[src/rtl/usc_pkg.sv]
// Shared constants and state types of the serial port control logic.
// Assumes one system clock and an oversampling tick from a baud timer.
package usc_pkg;

   // Special-function register map, page and reset value.
   localparam logic [7:0] USC_CTRL_ADDR  = 8'h98;
   localparam logic [7:0] USC_DATA_ADDR  = 8'h99;
   localparam logic [3:0] USC_PAGE       = 4'h0;
   localparam logic [7:0] USC_CTRL_RESET = 8'h40;
   localparam logic [7:0] USC_BIT_BASE   = 8'h98;

   // Field positions inside serial_port_control.
   localparam int USC_MODE_POS   = 7;
   localparam int USC_FIXED_POS  = 6;
   localparam int USC_FILTER_POS = 5;
   localparam int USC_REN_POS    = 4;
   localparam int USC_TB8_POS    = 3;
   localparam int USC_RB8_POS    = 2;
   localparam int USC_TXD_POS    = 1;
   localparam int USC_RXD_POS    = 0;

   // Frame timing: ticks per bit and index of the last data bit.
   localparam int         USC_OVS       = 16;
   localparam logic [2:0] USC_LAST_DATA = 3'h7;

   typedef enum logic [2:0] {
      TX_IDLE  = 3'b000,
      TX_START = 3'b001,
      TX_DATA  = 3'b010,
      TX_NINTH = 3'b011,
      TX_STOP  = 3'b100
   } usc_tx_state_type;

   typedef enum logic [2:0] {
      RX_IDLE  = 3'b000,
      RX_START = 3'b001,
      RX_DATA  = 3'b010,
      RX_NINTH = 3'b011,
      RX_STOP  = 3'b100
   } usc_rx_state_type;

endpackage : usc_pkg

[src/rtl/usc_rx.sv]
// Receive frame engine: start detection, bit sampling and frame report.
// Assumes the line input is already synchronised to the clock.
`timescale 1ns/1ps
`default_nettype none
module usc_rx #(
   parameter int OVS = usc_pkg::USC_OVS
) (
   input  wire logic       clk,
   input  wire logic       rst,
   input  wire logic       line,
   input  wire logic       tick,
   input  wire logic       enable,
   input  wire logic       nine_bit,
   output logic            frame_valid,
   output logic [7:0]      frame_data,
   output logic            frame_ninth,
   output logic            frame_stop
);
   import usc_pkg::*;

   localparam int OSW = $clog2(OVS);

   usc_rx_state_type state;
   usc_rx_state_type next_state;
   logic [OSW-1:0]   os;
   logic [OSW-1:0]   next_os;
   logic [2:0]       cnt;
   logic [2:0]       next_cnt;
   logic [7:0]       next_frame_data;
   logic             next_frame_ninth;
   logic             next_frame_stop;
   logic             next_frame_valid;
   logic             half_end;
   logic             bit_end;
   logic             last_line;

   assign half_end = tick && (os == OSW'(OVS / 2 - 1));
   assign bit_end  = tick && (os == OSW'(OVS - 1));

   // Walks a frame; leaving the enable low drops any frame in progress.
   always_comb begin
      next_state       = state;
      next_cnt         = cnt;
      next_frame_data  = frame_data;
      next_frame_ninth = frame_ninth;
      next_frame_stop  = frame_stop;
      next_frame_valid = 1'h0;
      next_os          = os;
      if (tick) begin
         next_os = (bit_end || (state == RX_START && half_end)) ? '0 : OSW'(os + 1'h1);
      end
      case (state)
         RX_IDLE: begin
            next_os = '0;
            // A start is a high-to-low edge, so a low stop bit cannot restart a frame.
            if (enable && last_line && !line) begin
               next_state = RX_START;
            end
         end
         RX_START: begin
            if (half_end) begin
               next_state = line ? RX_IDLE : RX_DATA;
               next_cnt   = 3'h0;
            end
         end
         RX_DATA: begin
            if (bit_end) begin
               next_frame_data = {line, frame_data[7:1]};
               next_cnt        = 3'(cnt + 3'h1);
               if (cnt == USC_LAST_DATA) begin
                  next_state = nine_bit ? RX_NINTH : RX_STOP;
               end
            end
         end
         RX_NINTH: begin
            if (bit_end) begin
               next_frame_ninth = line;
               next_state       = RX_STOP;
            end
         end
         RX_STOP: begin
            if (bit_end) begin
               next_frame_stop  = line;
               next_frame_valid = 1'h1;
               next_state       = RX_IDLE;
            end
         end
         default: begin
            next_state = RX_IDLE;
         end
      endcase
      if (!enable) begin
         next_state       = RX_IDLE;
         next_frame_valid = 1'h0;
      end
   end

   // Registers the receive state and the reported frame.
   always_ff @(posedge clk or posedge rst) begin
      if (rst) begin
         state       <= RX_IDLE;
         os          <= '0;
         cnt         <= 3'h0;
         frame_data  <= 8'h00;
         frame_ninth <= 1'h0;
         frame_stop  <= 1'h0;
         frame_valid <= 1'h0;
         last_line   <= 1'h1; // Idle line level, so no false edge follows reset.
      end else begin
         state       <= next_state;
         os          <= next_os;
         cnt         <= next_cnt;
         frame_data  <= next_frame_data;
         frame_ninth <= next_frame_ninth;
         frame_stop  <= next_frame_stop;
         frame_valid <= next_frame_valid;
         last_line   <= line;
      end
   end
endmodule : usc_rx
`default_nettype wire

[src/rtl/usc_top.sv]
// Serial port control: control register, transmitter and receive filter.
// Assumes a CPU special-function bus on MCLK and an oversampling tick.
`timescale 1ns/1ps
`default_nettype none
module usc_top #(
   parameter int OVS = usc_pkg::USC_OVS
) (
   input  wire logic       MCLK,
   input  wire logic       RST,
   input  wire logic [3:0] SFR_PAGE,
   input  wire logic [7:0] SFR_ADDR,
   input  wire logic       SFR_WR,
   input  wire logic [7:0] SFR_WDATA,
   input  wire logic       SFR_RD,
   output logic [7:0]      SFR_RDATA,
   input  wire logic       BIT_WR,
   input  wire logic [7:0] BIT_ADDR,
   input  wire logic       BIT_VAL,
   input  wire logic       SAMPLE_TICK,
   input  wire logic       INT_ENABLE,
   output logic            INT_REQ,
   output logic            TX_PIN,
   input  wire logic       RX_PIN
);
   import usc_pkg::*;

   localparam int OSW = $clog2(OVS);

   // True when the byte access targets the given address on our page.
   function automatic logic sfr_hit(input logic [3:0] page, input logic [7:0] addr,
                                    input logic [7:0] target);
      sfr_hit = (page == USC_PAGE) && (addr == target);
   endfunction : sfr_hit

   logic             mode, filter, ren, tb8, rb8, txd, rxd;
   logic             next_mode, next_filter, next_ren, next_tb8, next_rb8, next_txd, next_rxd;
   logic [7:0]       rx_buf;
   logic [7:0]       next_rx_buf;
   logic [7:0]       next_rdata;
   logic             next_int_req;
   logic [7:0]       sw_we;
   logic [7:0]       sw_val;
   logic [7:0]       ctrl_view;
   logic             accept;
   logic             rx_meta, rx_sync;
   logic             rx_valid, rx_ninth, rx_stop;
   logic [7:0]       rx_data;
   usc_tx_state_type tx_state;
   usc_tx_state_type next_tx_state;
   logic [OSW-1:0]   tx_os;
   logic [OSW-1:0]   next_tx_os;
   logic [2:0]       tx_cnt;
   logic [2:0]       next_tx_cnt;
   logic [7:0]       tx_shift;
   logic [7:0]       next_tx_shift;
   logic             next_tx_pin;
   logic             tx_set;
   logic             tx_bit_end;
   logic             start_tx;

   // Software write lanes: a byte write or a single bit-addressed write.
   always_comb begin
      sw_we  = 8'h00;
      sw_val = 8'h00;
      if (SFR_WR && sfr_hit(SFR_PAGE, SFR_ADDR, USC_CTRL_ADDR)) begin
         sw_we  = 8'hFF;
         sw_val = SFR_WDATA;
      end else if (BIT_WR && BIT_ADDR[7:3] == USC_BIT_BASE[7:3]) begin
         sw_we  = 8'h01 << BIT_ADDR[2:0];
         sw_val = {8{BIT_VAL}};
      end
   end

   assign ctrl_view = {mode, 1'h1, filter, ren, tb8, rb8, txd, rxd};

   // A frame is kept only when the flag is clear and the filter passes.
   assign accept = rx_valid && !rxd &&
                   (!filter || (mode ? rx_ninth : rx_stop));

   // Control register update; hardware sets win over software clears.
   always_comb begin
      next_mode   = sw_we[USC_MODE_POS]   ? sw_val[USC_MODE_POS]   : mode;
      next_filter = sw_we[USC_FILTER_POS] ? sw_val[USC_FILTER_POS] : filter;
      next_ren    = sw_we[USC_REN_POS]    ? sw_val[USC_REN_POS]    : ren;
      next_tb8    = sw_we[USC_TB8_POS]    ? sw_val[USC_TB8_POS]    : tb8;
      next_rb8    = sw_we[USC_RB8_POS]    ? sw_val[USC_RB8_POS]    : rb8;
      next_txd    = (sw_we[USC_TXD_POS] ? sw_val[USC_TXD_POS] : txd) | tx_set;
      next_rxd    = (sw_we[USC_RXD_POS] ? sw_val[USC_RXD_POS] : rxd) | accept;
      next_rx_buf = rx_buf;
      if (accept) begin
         next_rx_buf = rx_data;
         next_rb8    = mode ? rx_ninth : rx_stop;
      end
      next_int_req = INT_ENABLE && (next_txd || next_rxd);
      next_rdata   = SFR_RDATA;
      if (SFR_RD) begin
         if (sfr_hit(SFR_PAGE, SFR_ADDR, USC_CTRL_ADDR)) begin
            next_rdata = ctrl_view;
         end else if (sfr_hit(SFR_PAGE, SFR_ADDR, USC_DATA_ADDR)) begin
            next_rdata = rx_buf;
         end else begin
            next_rdata = 8'h00;
         end
      end
   end

   // Registers the control bits, receive latch, read data and interrupt.
   always_ff @(posedge MCLK or posedge RST) begin
      if (RST) begin
         mode      <= USC_CTRL_RESET[USC_MODE_POS];
         filter    <= USC_CTRL_RESET[USC_FILTER_POS];
         ren       <= USC_CTRL_RESET[USC_REN_POS];
         tb8       <= USC_CTRL_RESET[USC_TB8_POS];
         rb8       <= USC_CTRL_RESET[USC_RB8_POS];
         txd       <= USC_CTRL_RESET[USC_TXD_POS];
         rxd       <= USC_CTRL_RESET[USC_RXD_POS];
         rx_buf    <= 8'h00;
         SFR_RDATA <= 8'h00;
         INT_REQ   <= 1'h0;
      end else begin
         mode      <= next_mode;
         filter    <= next_filter;
         ren       <= next_ren;
         tb8       <= next_tb8;
         rb8       <= next_rb8;
         txd       <= next_txd;
         rxd       <= next_rxd;
         rx_buf    <= next_rx_buf;
         SFR_RDATA <= next_rdata;
         INT_REQ   <= next_int_req;
      end
   end

   // Two-stage synchroniser on the receive line.
   always_ff @(posedge MCLK or posedge RST) begin
      if (RST) begin
         rx_meta <= 1'h1;
         rx_sync <= 1'h1;
      end else begin
         rx_meta <= RX_PIN;
         rx_sync <= rx_meta;
      end
   end

   usc_rx #(.OVS(OVS)) u_rx (
      .clk         (MCLK),
      .rst         (RST),
      .line        (rx_sync),
      .tick        (SAMPLE_TICK),
      .enable      (ren),
      .nine_bit    (mode),
      .frame_valid (rx_valid),
      .frame_data  (rx_data),
      .frame_ninth (rx_ninth),
      .frame_stop  (rx_stop)
   );

   // A data buffer write while a frame is on the line is ignored.
   assign start_tx   = SFR_WR && sfr_hit(SFR_PAGE, SFR_ADDR, USC_DATA_ADDR) &&
                       (tx_state == TX_IDLE);
   assign tx_bit_end = SAMPLE_TICK && (tx_os == OSW'(OVS - 1));

   // Transmit sequencer and the registered line level for the next state.
   always_comb begin
      next_tx_state = tx_state;
      next_tx_cnt   = tx_cnt;
      next_tx_shift = tx_shift;
      tx_set        = 1'h0;
      next_tx_os    = tx_os;
      if (SAMPLE_TICK) begin
         next_tx_os = tx_bit_end ? '0 : OSW'(tx_os + 1'h1);
      end
      case (tx_state)
         TX_IDLE: begin
            next_tx_os = '0;
            if (start_tx) begin
               next_tx_state = TX_START;
               next_tx_shift = SFR_WDATA;
            end
         end
         TX_START: begin
            if (tx_bit_end) begin
               next_tx_state = TX_DATA;
               next_tx_cnt   = 3'h0;
            end
         end
         TX_DATA: begin
            if (tx_bit_end) begin
               next_tx_shift = {1'h0, tx_shift[7:1]};
               next_tx_cnt   = 3'(tx_cnt + 3'h1);
               if (tx_cnt == USC_LAST_DATA) begin
                  next_tx_state = mode ? TX_NINTH : TX_STOP;
                  tx_set        = !mode;
               end
            end
         end
         TX_NINTH: begin
            if (tx_bit_end) begin
               next_tx_state = TX_STOP;
               tx_set        = 1'h1;
            end
         end
         TX_STOP: begin
            if (tx_bit_end) begin
               next_tx_state = TX_IDLE;
            end
         end
         default: begin
            next_tx_state = TX_IDLE;
         end
      endcase
      case (next_tx_state)
         TX_START: next_tx_pin = 1'h0;
         TX_DATA:  next_tx_pin = next_tx_shift[0];
         TX_NINTH: next_tx_pin = tb8;
         default:  next_tx_pin = 1'h1;
      endcase
   end

   // Registers the transmit state and the line.
   always_ff @(posedge MCLK or posedge RST) begin
      if (RST) begin
         tx_state <= TX_IDLE;
         tx_os    <= '0;
         tx_cnt   <= 3'h0;
         tx_shift <= 8'h00;
         TX_PIN   <= 1'h1;
      end else begin
         tx_state <= next_tx_state;
         tx_os    <= next_tx_os;
         tx_cnt   <= next_tx_cnt;
         tx_shift <= next_tx_shift;
         TX_PIN   <= next_tx_pin;
      end
   end
endmodule : usc_top
`default_nettype wire

[config.mk]
export PLATFORM = sky130hd
export DESIGN_NAME = usc_top
export DESIGN_NICKNAME = d
export VERILOG_FILES = /design/src/rtl/usc_pkg.sv /design/src/rtl/usc_rx.sv /design/src/rtl/usc_top.sv
export SDC_FILE = /design/constraint.sdc
export NUM_CORES = 1
export LEC_CHECK = 0
export CAP_MARGIN = 15
export CORE_MARGIN = 1.5
export CORE_UTILIZATION = 63
export DETAILED_ROUTE_END_ITERATION = 8
export DONT_BUFFER_PORTS = 1
export HOLD_SLACK_MARGIN = 0.08
export PLACE_DENSITY = 0.79
export SKIP_CTS_REPAIR_TIMING = 1
export SLEW_MARGIN = 20
export SYNTH_ARGS = -nofsm -noshare
export SYNTH_HDL_FRONTEND = slang
export SYNTH_HIERARCHICAL = 1
export SYNTH_SLANG_ARGS = --single-unit
[constraint.sdc]
create_clock -name MCLK -period 2 [get_ports MCLK]
set_input_delay 0.4 -clock MCLK [delete_from_list [all_inputs] [get_ports MCLK]]
set_output_delay 0.4 -clock MCLK [all_outputs]
set_load 0.01 [all_outputs]
Word-level counts from Yosys, hierarchy flattened
Index checks and enable logic that the tools add are counted.
{"block": "totals", "ff_bits": 67, "in_bits": 37, "elab_cells": 152}
{"block": "op_classes", "addsub": 4, "eq_ne": 30, "shifts": 1, "mux": 51, "n_bitwise": 2, "reduce_logical": 38}
{"cell": "two-way mux 8 bit", "n": 8}
{"cell": "two-way mux 3 bit", "n": 18}
{"cell": "one-hot mux 3 bit (5 select lines)", "n": 2}
{"cell": "two-way mux 4 bit", "n": 6}
{"cell": "== test 3 x 2 -> 1 bit, second input constant", "n": 6}
{"cell": "inequality test 3 x 2 -> 1 bit, second input constant", "n": 6}
{"cell": "== test 8 bit, second input constant", "n": 2}
{"cell": "one-hot mux 8 bit (2 select lines)", "n": 1}
{"cell": "logical AND 1 bit", "n": 15}
{"cell": "== test 3 bit, second input constant", "n": 4}
{"cell": "one-hot mux 3 bit (2 select lines)", "n": 2}
{"cell": "nonzero test 2 bit", "n": 6}
{"cell": "two-way mux 1 bit", "n": 11}
{"cell": "== test 3 x 1 -> 1 bit, second input constant", "n": 3}
{"cell": "AND reduction 3 bit", "n": 3}
{"cell": "adder 4 x 1 -> 4 bit, second input constant", "n": 2}
{"cell": "== test 4 bit, second input constant", "n": 2}
{"cell": "<< shifter 1 x 3 -> 8 bit, first input constant", "n": 1}
{"cell": "adder 3 x 1 -> 3 bit, second input constant", "n": 2}
{"cell": "logical NOT 3 bit", "n": 2}
{"cell": "inequality test 2 bit, second input constant", "n": 3}
{"cell": "AND reduction 2 bit", "n": 3}
{"cell": "AND reduction 6 bit", "n": 1}
{"cell": "== test 5 bit, second input constant", "n": 1}
{"cell": "other kinds (9)", "n": 16}

Depth between registers and ports, before layout
{"block": "logic_depth", "word_depth": 8, "depth_mapped": 7}

Modules after synthesis
The synthesis kept the hierarchy.
{"mod": "usc_top", "instances": 1, "cells_per_inst": 222, "area_each_um2": 2323.5, "seq_area_each_um2": 1129.8}
{"mod": "usc_rx", "instances": 1, "cells_per_inst": 94, "area_each_um2": 1046.0, "seq_area_each_um2": 551.8}

Worst setup path after synthesis
OpenSTA, ideal clock, no wires.
{"block": "synth_path", "kind": "register -> register", "from": "reg tx_os[0]", "to": "reg tx_shift[1]", "setup_time_ps": 118, "arrival_ps": 1599, "required_time_ps": 1882, "setup_slack_ps": 283, "stages_incl_launch_ff": 7, "n_path_buf": 0, "synth_period_minus_slack_ps": 1717, "cell_sequence": "dfrtp_1 -> ha_1 -> and4_1 -> nand2_1 -> nor3_2 -> nor2_1 -> a21o_1"}
{"block": "synth_between", "elab_chain_cells": 4}
{"item": "start: declaration", "line": "usc_top.sv:50", "source": "logic [OSW-1:0] tx_os;"}
{"item": "start signal: assignment", "line": "usc_top.sv:230", "source": "tx_os <= next_tx_os;"}
{"item": "== test 4 bit", "line": "usc_top.sv:161", "source": "assign tx_bit_end = SAMPLE_TICK && (tx_os == OSW'(OVS - 1));"}
{"item": "logical AND 1 bit", "line": "usc_top.sv:161"}
{"item": "inequality test 2 bit (no line)"}
{"item": "AND reduction 3 bit (no line)"}
{"item": "end signal: assignment", "line": "usc_top.sv:232", "source": "tx_shift <= next_tx_shift;"}
{"item": "end: declaration", "line": "usc_top.sv:54", "source": "logic [7:0] tx_shift;"}
No other way between the ends.
A chain may end at the register's enable or synchronous reset.

Final worst setup path
{"block": "layout_path", "from": "reg tx_os[0]", "to": "reg tx_shift[6]"}
The elaborated chain is that of the path after synthesis.

==> results.md <==
* Final wirelength at 6920 um
* Fmax at 551 MHz
* ANT nets after route at 0
* Yosys top cell area share at 46.8%
* Layout Utilization at 71.5%
* Wire length per cell at 17.2 um
* Starting DRC count in detailed routing at 178
* Slew margin rel. at 56.4%
* Most common cell after layout, fill and taps aside: dfrtp_1
* Peak VDD IR at 0.480 mV
* Count of final max-slew check failures at 0
* Die area at 5800 um2
* Number of port buffers at 0
* Synth Register Bits at 67
* Clock Skew at 0.00908 ns
* CP startpoint kind: flip-flop
* Area occupied by multi-input gates at 1560 um2
* Design area at 3680 um2
* I/O pin count at 47
* Flop pwr share at 53.5%
* LEAKAGE at 1.75 nW
* Most Crowded Layer GR: met2
* HPWL after DPL at 4790 um
* Met3 usage at 4.67%
* Setup crit end kind: flip-flop
* Row Count at 26
* RSZ-0062 raised after global routing: false
* Worst path required time at 2.24 ns
* Reg area at 1680 um2
* Antenna Diode Count at 0
* Clk slew on worst S/H paths at 0.08 ns
* Sw Ratio at 23.5%
* Overflow after GRT at 0
* Number of global-route vias before repair at 2346
* Max Cap Viol at 0
* Min-delay worst type: input pin to flip-flop
* Syn Std Cell Area at 3370 um2
* Gp weighted congestion at 0.836
* # fillers at 406
* Setup violators final at 0
* Htree depth at 3
* Post-synth EDFFs at 0
* Area contributors post-synth: dfrtp_1, mux2_2, mux2i_1
* PwrDens at 704 nW/um2
* Setup TNS at 0 ns
* Worst-margin pin slew at 0.653 ns
* Pre-CTS setup slack at 0.171 ns
* Post-route worst setup slack at 0.185 ns
* Die Ht at 76.1 um
* Met2 usage at 37.5%
* Largest net degree at the start of global routing at 32
* Mean post-synth cell area at 10.7 um2
* Final min period at 1.81 ns
* Via count at 2464
* Vias per cell at 6.13
* Top_reg_cell synth: dfrtp_1
* Max clock buf depth at 2
* Initial Util at 65.6%
* CTS Root Cell: clkbuf_8
* Internal Pwr Total at 0.00198 W
* CTS Buf Count at 9
* CP arrival at 2.06 ns
* Critical path type: flip-flop to flip-flop
* Sw Pwr at 0.000609 W
* Synth area leader: dfrtp_1
* Power share of the clock group at 42.7%
* Post-synth ARST share at 100%
* Met1 layer usage reported by global route at 34.6%
* First-pass GRT wire length at 11300 um
* Unique masters post-synth at 56
* Status: finished, final reports clean
* Core area at 5140 um2
* Final nets at 370
* Mapped Nets at 359
* Area growth from synthesis to layout at 9.13%
* Sequential-to-total area share from yosys stat at 49.9%
* DP Area at 3460 um2
* Share of layout cells above drive strength 1 at 16.0%
* Tot GR Track Use at 25.2%
* DRC errors left at 0
* Warnings from Yosys at 6
* Combinational power share at 3.9%
* Commonest non-fill, non-tap cells in the layout: dfrtp_1, nand2_1, nor2_1
* Clk_lat worst skew at 0.35 ns
* Cells after Synth at 316
* Initial antenna violation count at 0
* Final hold violations at 0
* Die W at 76.1 um
* Tot Pwr at 0.00259 W
* First-pass detailed-route iteration total at 4
* CTS tree: done
* Clock sink total at 67
* Period utilization at 90.7%
* Crit-path max FO at 7
-- synthesized netlist by cell type (all sizes together) (3+ instances only) --
cell type / n
o21ai: 18
dfrtp: 63
nor2: 22
nor2b: 3
buf: 6
clkbuf: 5
a22o: 7
o22ai: 8
a21oi: 8
a21o: 8
nand4: 8
nand3: 17
nand2b: 4
dfstp: 4
ha: 6
mux2i: 14
and4: 3
nor3: 8
nand2: 26
mux2: 24
and3: 3
inv: 18
-- path summary, 6_finish.rpt --
check                                      from                         to  slack [ns]  cells past startpoint
max                        tx_os[0]$_DFFE_PP0P_    tx_shift[6]$_DFFE_PP0P_        0.19                      7
min                                      SFR_RD   SFR_RDATA[0]$_DFFE_PP0P_        0.14                      1
max reg2reg                tx_os[0]$_DFFE_PP0P_    tx_shift[6]$_DFFE_PP0P_        0.19                      7
min reg2reg                   rx_meta$_DFF_PP1_          rx_sync$_DFF_PP1_        0.36                      0
max in group asynchronous                   RST              rxd$_DFF_PP0_        0.71                      3
min in group asynchronous                   RST  u_rx/state[0]$_DFFE_PP0P_        0.57                      3
-- per-stage QoR --
step	instances	hold WS, ns
finish	402	0.137
global route	402	0.133
CTS	400	-0.0282
detailed placement	384	0.345
global placement	384	0.337
floorplan	316	0.345
-- power by group through the flow --
stage               combinational, W  sequential (W)  clock [W]
detailed placement         0.0000968         0.00141          0
CTS                        0.0000975         0.00138    0.00112
finish                     0.0000998         0.00138    0.00111
global route                0.000111         0.00139    0.00118
floorplan                  0.0000795         0.00141          0
global placement           0.0000939         0.00141          0
-- cell families (layout without fill, tap and decap cells) --
| family | after synthesis | count (layout) | share of synthesized area [%] |
|---|---|---|---|
| fa+ha+maj | 6 | 6 | 2.23 |
| simple gates | 108 | 108 | 18.2 |
| mux | 38 | 38 | 12.2 |
| compound gates | 66 | 66 | 13.2 |
| xor+xnor | 2 | 2 | 0.520 |
| flops | 67 | 67 | 49.9 |
| buf+inv | 29 | 45 | 3.79 |
-- critical path, cell delays in order, from the launching register on --
cell,delay [ns]
dfrtp_1,0.44
ha_1,0.26
and4_1,0.28
nand2_1,0.15
nor3_2,0.06
buf_4,0.15
a22o_1,0.23
a21o_1,0.15
-- final cells by class --
cell class / count / share of cell area [%]
timing repair buffer: 11 / 2.38
clock buffer: 9 / 3.37
tap: 70 / 2.38
clock inverter: 7 / 1.87
inverter: 18 / 1.84
sequential: 67 / 45.7
multi-input combinational: 220 / 42.4
-- state kept, by name (all words and copies together), names as in the netlist, 4 cells and up --
| register | count |
|---|---|
| SFR_RDATA | 8 |
| u_rx/frame_data | 8 |
| u_rx/os | 4 |
| tx_shift | 8 |
| rx_buf | 8 |
| tx_os | 4 |
-- layer usage --
metal  share of wire, %  routed length [um]
met4                2.7                 187
met1                 47                3240
met5                  0                   0
met3                6.0                 418
met2                 44                3070
No activity file was read; power rests on OpenSTA's default activity.
